--- src/logic/vss_regs.vh ---
//------------------------------------------------------------------
// voltage code and soft-start sequencer: constants
//------------------------------------------------------------------
// Behaviour
// - sample voltage code at channel-one cycle start
// - new code must hold one full cycle
// - step reference 25mV every second cycle
// - pulse-width outputs high impedance in shutdown
// - enable ignored until bias reset released
// - shutdown while enable below threshold
// - grounded rate_select_shutoff stops converter and oscillator
// - release of rate_select_shutoff restarts soft-start
// - all-ones code means no load: shutdown
// - any other code restarts after no-load shutdown
// - soft-start starts once all four conditions hold
// - 11-bit counter, one count per phase pulse
// - ramp level rises to 140% of reference
// - ramp current falls from 160uA to zero
// - regulate toward lower of reference and ramp
// - output_ok_flag follows window after start-up; the code follows it from the start of soft-start
// - code zero 1550mV, minus 25mV per step
`ifndef VSS_REGS_VH
`define VSS_REGS_VH

//------------------------------------------------------------------
// register map (byte addresses)
//------------------------------------------------------------------
`define VSS_ADDR_CTRL      8'h00
`define VSS_ADDR_STATUS    8'h04
`define VSS_ADDR_LEVEL     8'h08
`define VSS_ADDR_SOFT      8'h0C
`define VSS_CTRL_RST       32'h0001_0014
`define VSS_CTRL_PER_HI    15
`define VSS_CTRL_PER_LO    0
`define VSS_CTRL_PH_HI     17
`define VSS_CTRL_PH_LO     16

//------------------------------------------------------------------
// code decode and soft-start figures
//------------------------------------------------------------------
`define VSS_CODE_NOLOAD    5'h1F
`define VSS_REF_TOP_MV     11'h60E
`define VSS_REF_STEP_MV    11'h019
`define VSS_SS_LAST        11'h7FF
`define VSS_SS_FULL        12'h800
`define VSS_RAMP_NUM       25'h00_0007
`define VSS_RAMP_DEN       25'h00_2800
`define VSS_RAMP_UA_MAX    20'h0_00A0
`define VSS_SS_SHIFT       11

`endif

--- src/logic/vss_sync.v ---
`timescale 1ns/1ps
module vss_sync #(
  parameter W = 9
) (
  input  wire         ref_clk,
  input  wire         reset,
  input  wire [W-1:0] asyncIn,
  output wire [W-1:0] syncOut
);
  reg [W-1:0] meta_r;
  reg [W-1:0] stable_r;

  genvar i;
  generate
    for (i = 0; i < W; i = i + 1) begin : g_bit
      always @(posedge ref_clk or posedge reset) begin
        if (reset) begin
          meta_r[i]   <= 1'b0;
          stable_r[i] <= 1'b0;
        end else begin
          meta_r[i]   <= asyncIn[i];
          stable_r[i] <= meta_r[i];
        end
      end
    end
  endgenerate

  assign syncOut = stable_r;
endmodule

--- src/logic/vss_softstart.v ---
`timescale 1ns/1ps
`include "vss_regs.vh"
module vss_softstart (
  input  wire        ref_clk,
  input  wire        reset,
  input  wire        clear,
  input  wire        phasePulse,
  input  wire [10:0] refMv,
  output reg  [10:0] ssCount,
  output reg         ssDone,
  output reg  [11:0] rampMv,
  output reg  [7:0]  rampUa
);
  wire [11:0] effCount = ssDone ? `VSS_SS_FULL : {1'b0, ssCount};
  wire [24:0] rampProd = {13'd0, effCount} * {14'd0, refMv} * `VSS_RAMP_NUM;
  wire [24:0] rampQuot = rampProd / `VSS_RAMP_DEN;
  wire [19:0] curProd  = {8'd0, `VSS_SS_FULL - effCount} * `VSS_RAMP_UA_MAX;
  wire [19:0] curQuot  = curProd >> `VSS_SS_SHIFT;

  always @(posedge ref_clk or posedge reset) begin
    if (reset) begin
      ssCount <= 11'h000;
      ssDone  <= 1'b0;
      rampMv  <= 12'h000;
      rampUa  <= 8'h00;
    end else begin
      if (clear) begin
        ssCount <= 11'h000;
        ssDone  <= 1'b0;
      end else if (phasePulse && !ssDone) begin
        if (ssCount == `VSS_SS_LAST) begin
          ssDone <= 1'b1;
        end else begin
          ssCount <= ssCount + 11'h001;
        end
      end
      rampMv <= rampQuot[11:0];
      rampUa <= curQuot[7:0];
    end
  end
endmodule

--- src/logic/vss_sequencer.v ---
`timescale 1ns/1ps
`include "vss_regs.vh"
module vss_sequencer (
  input  wire        ref_clk,
  input  wire        reset,
  // apb slave
  input  wire        psel,
  input  wire        penable,
  input  wire        pwrite,
  input  wire [7:0]  paddr,
  input  wire [31:0] pwdata,
  output reg  [31:0] prdata,
  output reg         pready,
  output reg         pslverr,
  // pins
  input  wire        porReleased,
  input  wire        enAboveThreshold,
  input  wire        rateSelectShutoff,
  input  wire        outputInWindow,
  input  wire [4:0]  voltageCode,
  // outputs
  output reg         pwmDriveEn,
  output reg         outputOkFlag,
  output reg  [10:0] refMv,
  output reg  [11:0] regulateMv,
  output wire [11:0] rampMv,
  output wire [7:0]  rampUa,
  output reg         ch1Start
);
  localparam ST_OFF  = 2'b00;
  localparam ST_SOFT = 2'b01;
  localparam ST_RUN  = 2'b10;

  //------------------------------------------------------------------
  // pin synchronisers
  //------------------------------------------------------------------
  wire [8:0] pinSync;

  vss_sync #(
    .W (9)
  ) u_sync (
    .ref_clk (ref_clk),
    .reset   (reset),
    .asyncIn ({voltageCode, outputInWindow, rateSelectShutoff,
               enAboveThreshold, porReleased}),
    .syncOut (pinSync)
  );

  wire       porOk    = pinSync[0];
  wire       enOk     = pinSync[1];
  wire       rssFree  = pinSync[2];
  wire       inWindow = pinSync[3];
  wire [4:0] codeS    = pinSync[8:4];

  // enable only counts once bias reset is released
  wire enGated = porOk & enOk;
  wire startOk = enGated & rssFree & (codeS != `VSS_CODE_NOLOAD);

  //------------------------------------------------------------------
  // control register
  //------------------------------------------------------------------
  reg  [31:0] ctrl_r;
  wire [15:0] period   = ctrl_r[`VSS_CTRL_PER_HI:`VSS_CTRL_PER_LO];
  wire [1:0]  phasesM1 = ctrl_r[`VSS_CTRL_PH_HI:`VSS_CTRL_PH_LO];

  //------------------------------------------------------------------
  // oscillator and phase clock
  //------------------------------------------------------------------
  reg  [15:0] oscCnt_r;
  reg         phasePulse_r;
  reg  [1:0]  phaseIdx_r;
  wire [16:0] oscNext = {1'b0, oscCnt_r} + 17'h0_0001;
  wire        oscWrap = (oscNext >= {1'b0, period});

  always @(posedge ref_clk or posedge reset) begin
    if (reset) begin
      oscCnt_r     <= 16'h0000;
      phasePulse_r <= 1'b0;
      phaseIdx_r   <= 2'b00;
      ch1Start     <= 1'b0;
    end else if (!rssFree) begin
      // oscillator held while the shutoff input is grounded
      oscCnt_r     <= 16'h0000;
      phasePulse_r <= 1'b0;
      phaseIdx_r   <= 2'b00;
      ch1Start     <= 1'b0;
    end else begin
      ch1Start <= 1'b0;
      if (oscWrap) begin
        oscCnt_r     <= 16'h0000;
        phasePulse_r <= 1'b1;
      end else begin
        oscCnt_r     <= oscNext[15:0];
        phasePulse_r <= 1'b0;
      end
      if (phasePulse_r) begin
        if (phaseIdx_r >= phasesM1) begin
          phaseIdx_r <= 2'b00;
          ch1Start   <= 1'b1;
        end else begin
          phaseIdx_r <= phaseIdx_r + 2'b01;
        end
      end
    end
  end

  //------------------------------------------------------------------
  // soft-start counter and ramp
  //------------------------------------------------------------------
  reg  [1:0]  state_r;
  reg  [1:0]  state_nxt;
  wire [10:0] ssCount;
  wire        ssDone;

  vss_softstart u_soft (
    .ref_clk    (ref_clk),
    .reset      (reset),
    .clear      (state_r == ST_OFF),
    .phasePulse (phasePulse_r),
    .refMv      (refMv),
    .ssCount    (ssCount),
    .ssDone     (ssDone),
    .rampMv     (rampMv),
    .rampUa     (rampUa)
  );

  //------------------------------------------------------------------
  // sequencing state machine
  //------------------------------------------------------------------
  always @* begin
    state_nxt = state_r;
    case (state_r)
      ST_OFF: begin
        if (startOk) begin
          state_nxt = ST_SOFT;
        end
      end
      ST_SOFT: begin
        if (!startOk) begin
          state_nxt = ST_OFF;
        end else if (ssDone) begin
          state_nxt = ST_RUN;
        end
      end
      ST_RUN: begin
        if (!startOk) begin
          state_nxt = ST_OFF;
        end
      end
      default: begin
        state_nxt = ST_OFF;
      end
    endcase
  end

  always @(posedge ref_clk or posedge reset) begin
    if (reset) begin
      state_r <= ST_OFF;
    end else begin
      state_r <= state_nxt;
    end
  end

  //------------------------------------------------------------------
  // code tracking, validation and slewing
  //------------------------------------------------------------------
  reg [4:0] refCode_r;
  reg [4:0] targetCode_r;
  reg [4:0] pendCode_r;
  reg       pending_r;
  reg       stepTick_r;

  always @(posedge ref_clk or posedge reset) begin
    if (reset) begin
      refCode_r    <= 5'h00;
      targetCode_r <= 5'h00;
      pendCode_r   <= 5'h00;
      pending_r    <= 1'b0;
      stepTick_r   <= 1'b0;
    end else if (state_r == ST_OFF) begin
      // start from the code in force at start-up
      refCode_r    <= codeS;
      targetCode_r <= codeS;
      pendCode_r   <= codeS;
      pending_r    <= 1'b0;
      stepTick_r   <= 1'b0;
    end else if (ch1Start) begin
      if (pending_r) begin
        if (codeS == pendCode_r) begin
          targetCode_r <= pendCode_r;
          pending_r    <= 1'b0;
          stepTick_r   <= 1'b0;
        end else if (codeS == targetCode_r) begin
          pending_r <= 1'b0;
        end else begin
          pendCode_r <= codeS;
        end
      end else if (codeS != targetCode_r) begin
        pendCode_r <= codeS;
        pending_r  <= 1'b1;
      end
      if (refCode_r != targetCode_r) begin
        stepTick_r <= ~stepTick_r;
        if (stepTick_r) begin
          // higher code is a lower voltage
          if (refCode_r < targetCode_r) begin
            refCode_r <= refCode_r + 5'h01;
          end else begin
            refCode_r <= refCode_r - 5'h01;
          end
        end
      end
    end
  end

  //------------------------------------------------------------------
  // analog-facing levels and flags
  //------------------------------------------------------------------
  wire [10:0] codeMv = `VSS_REF_TOP_MV - (`VSS_REF_STEP_MV * {6'd0, refCode_r});
  wire [11:0] refMv12 = {1'b0, refMv};

  always @(posedge ref_clk or posedge reset) begin
    if (reset) begin
      refMv        <= 11'h000;
      regulateMv   <= 12'h000;
      pwmDriveEn   <= 1'b0;
      outputOkFlag <= 1'b0;
    end else begin
      refMv      <= codeMv;
      pwmDriveEn <= (state_nxt != ST_OFF);
      case (state_r)
        ST_SOFT: begin
          regulateMv   <= (rampMv < refMv12) ? rampMv : refMv12;
          outputOkFlag <= inWindow;
        end
        ST_RUN: begin
          regulateMv   <= refMv12;
          outputOkFlag <= inWindow;
        end
        default: begin
          regulateMv   <= 12'h000;
          outputOkFlag <= 1'b0;
        end
      endcase
    end
  end

  //------------------------------------------------------------------
  // apb slave
  //------------------------------------------------------------------
  // read data is captured in the setup cycle, so every access takes
  // exactly one access cycle; status may be one cycle old
  wire setupPh  = psel & ~penable;
  wire accessOk = psel & penable & pready;
  wire mapped   = (paddr == `VSS_ADDR_CTRL) || (paddr == `VSS_ADDR_STATUS) ||
                  (paddr == `VSS_ADDR_LEVEL) || (paddr == `VSS_ADDR_SOFT);
  reg [31:0] rdMux;

  always @* begin
    rdMux = 32'h0000_0000;
    case (paddr)
      `VSS_ADDR_CTRL:   rdMux = ctrl_r;
      `VSS_ADDR_STATUS: rdMux = {24'd0, pending_r, (refCode_r != targetCode_r),
                                 ssDone, outputOkFlag, pwmDriveEn, startOk, state_r};
      `VSS_ADDR_LEVEL:  rdMux = {4'd0, regulateMv, 5'd0, refMv};
      `VSS_ADDR_SOFT:   rdMux = {8'd0, rampUa, 5'd0, ssCount};
      default:          rdMux = 32'h0000_0000;
    endcase
  end

  always @(posedge ref_clk or posedge reset) begin
    if (reset) begin
      prdata  <= 32'h0000_0000;
      pready  <= 1'b0;
      pslverr <= 1'b0;
      ctrl_r  <= `VSS_CTRL_RST;
    end else begin
      pready <= setupPh;
      if (setupPh) begin
        prdata  <= pwrite ? 32'h0000_0000 : rdMux;
        pslverr <= ~mapped;
      end else if (accessOk) begin
        prdata  <= 32'h0000_0000;
        pslverr <= 1'b0;
      end
      if (accessOk && pwrite && (paddr == `VSS_ADDR_CTRL)) begin
        ctrl_r <= pwdata;
      end
    end
  end
endmodule

--- config.mk ---
export PLATFORM = sky130hd
export DESIGN_NAME = vss_sequencer
export DESIGN_NICKNAME = d
export VERILOG_FILES = /design/src/logic/vss_sync.v /design/src/logic/vss_softstart.v /design/src/logic/vss_sequencer.v
export VERILOG_INCLUDE_DIRS = /design/src /design/src/logic
export SDC_FILE = /design/constraint.sdc
export NUM_CORES = 1
export LEC_CHECK = 0
export BUFFER_PORTS_ARGS = -buffer_cell sky130_fd_sc_hd__buf_2
export CORE_MARGIN = 5
export CORE_UTILIZATION = 62
export DETAILED_ROUTE_END_ITERATION = 12
export PLACE_DENSITY = 0.82
export SETUP_SLACK_MARGIN = 0.02
export SYNTH_ARGS = -nofsm -noshare
export SYNTH_HDL_FRONTEND = slang
export SYNTH_SLANG_ARGS = --single-unit
--- constraint.sdc ---
create_clock -name ref_clk -period 16 [get_ports ref_clk]
set_input_delay 4 -clock ref_clk [delete_from_list [all_inputs] [get_ports ref_clk]]
set_output_delay 4 -clock ref_clk [all_outputs]
set_load 0.02 [all_outputs]
==> flow_metrics.tcl <==
set metrics [dict create \
    dpl.hpwl_mm 32.7 \
    clk_pin_slew_ns 0.09 \
    cts_sinks 180 \
    final_cells 2249 \
    rows 60 \
    cts_tree "yes" \
    portBuffers 133 \
    syn_nets 2142 \
    ys.flop_type "dfrtp_1" \
    synth_seq_area_share_pct 26.6 \
    critPathLaunchType "register" \
    core_mm2 0.0270 \
    ir_drop_mv 0.104 \
    drtIter0Drc 1126 \
    h-tree-depth 4 \
    p_per_area_mw_per_mm2 106 \
    async_flop_share_pct 100 \
    synthCells 1808 \
    drive_gt1_share_pct 14.0 \
    slew_headroom_pct 29.6 \
    arrival_ns 14.08 \
    setup_viol 0 \
    finalCritPeriodShare_pct 85.8 \
    nNetsFinal 2228 \
    gp_congestion 0.933 \
    finClkSkew_ns 0.0164 \
    min_path_type "register to register" \
    clock_latency_ns 0.45 \
    initial_core_util_pct 62.9 \
    finalMaxSlewViolations 0 \
    hold_violations 0 \
    post_drt_wl_per_cell_um 19.1 \
    cp_slowest_cell "nor2b_1" \
    max_stage_delay_ns 0.85 \
    pin_count 134 \
    gr-total-overflow 0 \
    cts_made_buffers 17 \
    fin_crit_ns 13.73 \
    yosys_warnings 0 \
    dieArea_mm2 0.0308 \
    path_class "register to register" \
    synth-edff-count 0 \
    ant_nets 0 \
    cp_top_family "compound AO/OA/AOI/OAI gates" \
    hold_buffers 0 \
    placed_cells 2216 \
    root_buffer "clkbuf_16" \
    drc 0 \
    ctsResizeCount 0 \
    grt_pass1_wl_mm 71.0 \
    wirelength_mm 42.9 \
    worstPathRequired_ns 16.35 \
    clock_path_buffers 2 \
    max_freq_mhz 72.8 \
    tightest_slew_ns 1.05 \
    vias 13700 \
    status "completed" \
    synthDistinctLibCells 94 \
    critPathMaxFanout 18 \
    synth_seq_cells 180 \
    p_leak_nw 9.68 \
    dp_slack_ns 2.45 \
    post_cts_buffers 0 \
    grt_pass1_vias 14100 \
    die-height_um 175 \
    postSynthAreaPerCell_um2 9.38 \
    grt_max_degree 109 \
    area_delta_synth_final_pct 8.66 \
    antenna_found_initial 3 \
    drv_cap 0 \
    finalSetupTns_ns 0 \
    grt.total_usage_pct 28.2 \
    whs_ns 0.352 \
    firstDrtPassIters 5 \
    vias_per_cell 6.10 \
    die_w_um 175 \
    rsz0062_at_grt "false" \
    critical_path_buf_inv_count 4 \
    fin_ws_ns 2.27 \
    crit_path_end_kind "register" \
    syn-cell-area_mm2 0.0170 \
]
-- stage by stage --
stage | util, % | power (W) | instance area, um^2
after detailed placement | 66.0 | 0.00148 | 17800
after CTS | 68.3 | 0.00195 | 18400
after global placement | 66.0 | 0.00144 | 17800
final | 68.4 | 0.00196 | 18400
after global routing | 68.3 | 0.00210 | 18400
after floorplan | - | 0.00125 | 17000
-- cell usage after synthesis, drive strengths merged, types with 34 or more instances --
| cell type | number | area share (%) |
|---|---|---|
| nand2 | 144 | 3.2 |
| o21ai | 66 | 1.9 |
| a21oi | 92 | 2.7 |
| mux2 | 50 | 3.3 |
| xor2 | 35 | 1.8 |
| inv | 224 | 5.0 |
| nor3 | 38 | 1.2 |
| xnor2 | 67 | 3.5 |
| ha | 169 | 12 |
| nor2b | 34 | 1.3 |
| and2 | 60 | 2.2 |
| fa | 111 | 13 |
| clkbuf | 50 | 1.1 |
| nor2 | 96 | 2.2 |
| dfrtp | 177 | 26 |
-- worst register-to-register path: cells and delay by family (launching register included) --
| kind | cells | cell delay, ns |
|---|---|---|
| buffers and inverters | 4 | 0.24 |
| AOI/OAI and AO/OA | 27 | 6.40 |
| and+or+nand+nor | 9 | 2.85 |
| xor gates and xnor gates | 1 | 0.17 |
| DFF | 1 | 0.56 |
| adders and majority gates | 8 | 3.42 |
-- routing by layer --
layer / vias to the layer above / routed length, um / GRT usage [%]
met3: 120 / 3380 / 6.46
li1: 6353 / - / -
met5: - / 13 / 0
met1: 6686 / 17000 / 35.4
met2: 559 / 20800 / 47.5
met4: 2 / 1740 / 11.4
-- kinds of logic (layout without fill, tap and decap cells) --
family | Yosys count | in the layout | synth area share [%]
compound gates | 362 | 362 | 14.9
other cells | 1 | 2 | 0.0221
mux | 77 | 77 | 5.51
xor+xnor | 102 | 102 | 5.27
flops | 180 | 180 | 26.6
simple gates | 502 | 502 | 14.9
buf+inv | 303 | 402 | 7.12
fa+ha+maj | 281 | 281 | 25.6
-- layout make-up --
cell class | instances | area (um^2)
multi-input combinational | 1325 | 11200
fill | 2003 | 8530
sequential | 180 | 4510
inverter | 227 | 857
timing repair buffer | 143 | 741
tap | 341 | 427
clock buffer | 17 | 425
clock inverter | 15 | 213
antenna | 1 | 2.50
-- power by group --
group,internal (W),switching (W),leakage (nW)
clock network,0.000220,0.000229,0.307
registers,0.000509,0.000119,2.37
logic,0.000362,0.000519,7.00
total,0.00109,0.000867,9.68
-- worst paths after layout --
| path | startpoint | endpoint | slack, ns | cells after the start |
|---|---|---|---|---|
| worst min-delay path | u_sync.meta_r[5]$_DFF_PP0_ | u_sync.syncOut[5]$_DFF_PP0_ | 0.35 | 0 |
| worst max-delay path | u_soft.ssDone$_DFFE_PP0P_ | u_soft.rampMv[1]$_DFF_PP0_ | 2.27 | 49 |
| min in group asynchronous | reset | ch1Start$_DFF_PP0_ | 3.80 | 2 |
| worst min register to register | u_sync.meta_r[5]$_DFF_PP0_ | u_sync.syncOut[5]$_DFF_PP0_ | 0.35 | 0 |
| worst max register to register | u_soft.ssDone$_DFFE_PP0P_ | u_soft.rampMv[1]$_DFF_PP0_ | 2.27 | 49 |
| max in group asynchronous | reset | regulateMv[8]$_DFF_PP0_ | 10.73 | 3 |
-- state kept, by name, summed over array words and instances, names as in the netlist, 8 cells and up --
register        flops
u_sync.meta_r       9
ctrl_r             32
regulateMv         12
u_soft.rampUa       8
refMv              11
prdata             32
u_soft.rampMv      12
oscCnt_r           16
u_sync.syncOut      9
u_soft.ssCount     11
-- cells in the final DEF (no fill, tap or decap), drive strengths merged, types with 34 or more instances in the layout --
master and n:
nor3 38, o21ai 66, nor2 96, mux2 50
fa 111, nand2 144, ha 169, dfrtp 177
inv 234, buf 143, nor2b 34, and2 60
a21oi 92, xnor2 67, xor2 35
Note: power is estimated with default switching activity, not from simulation.
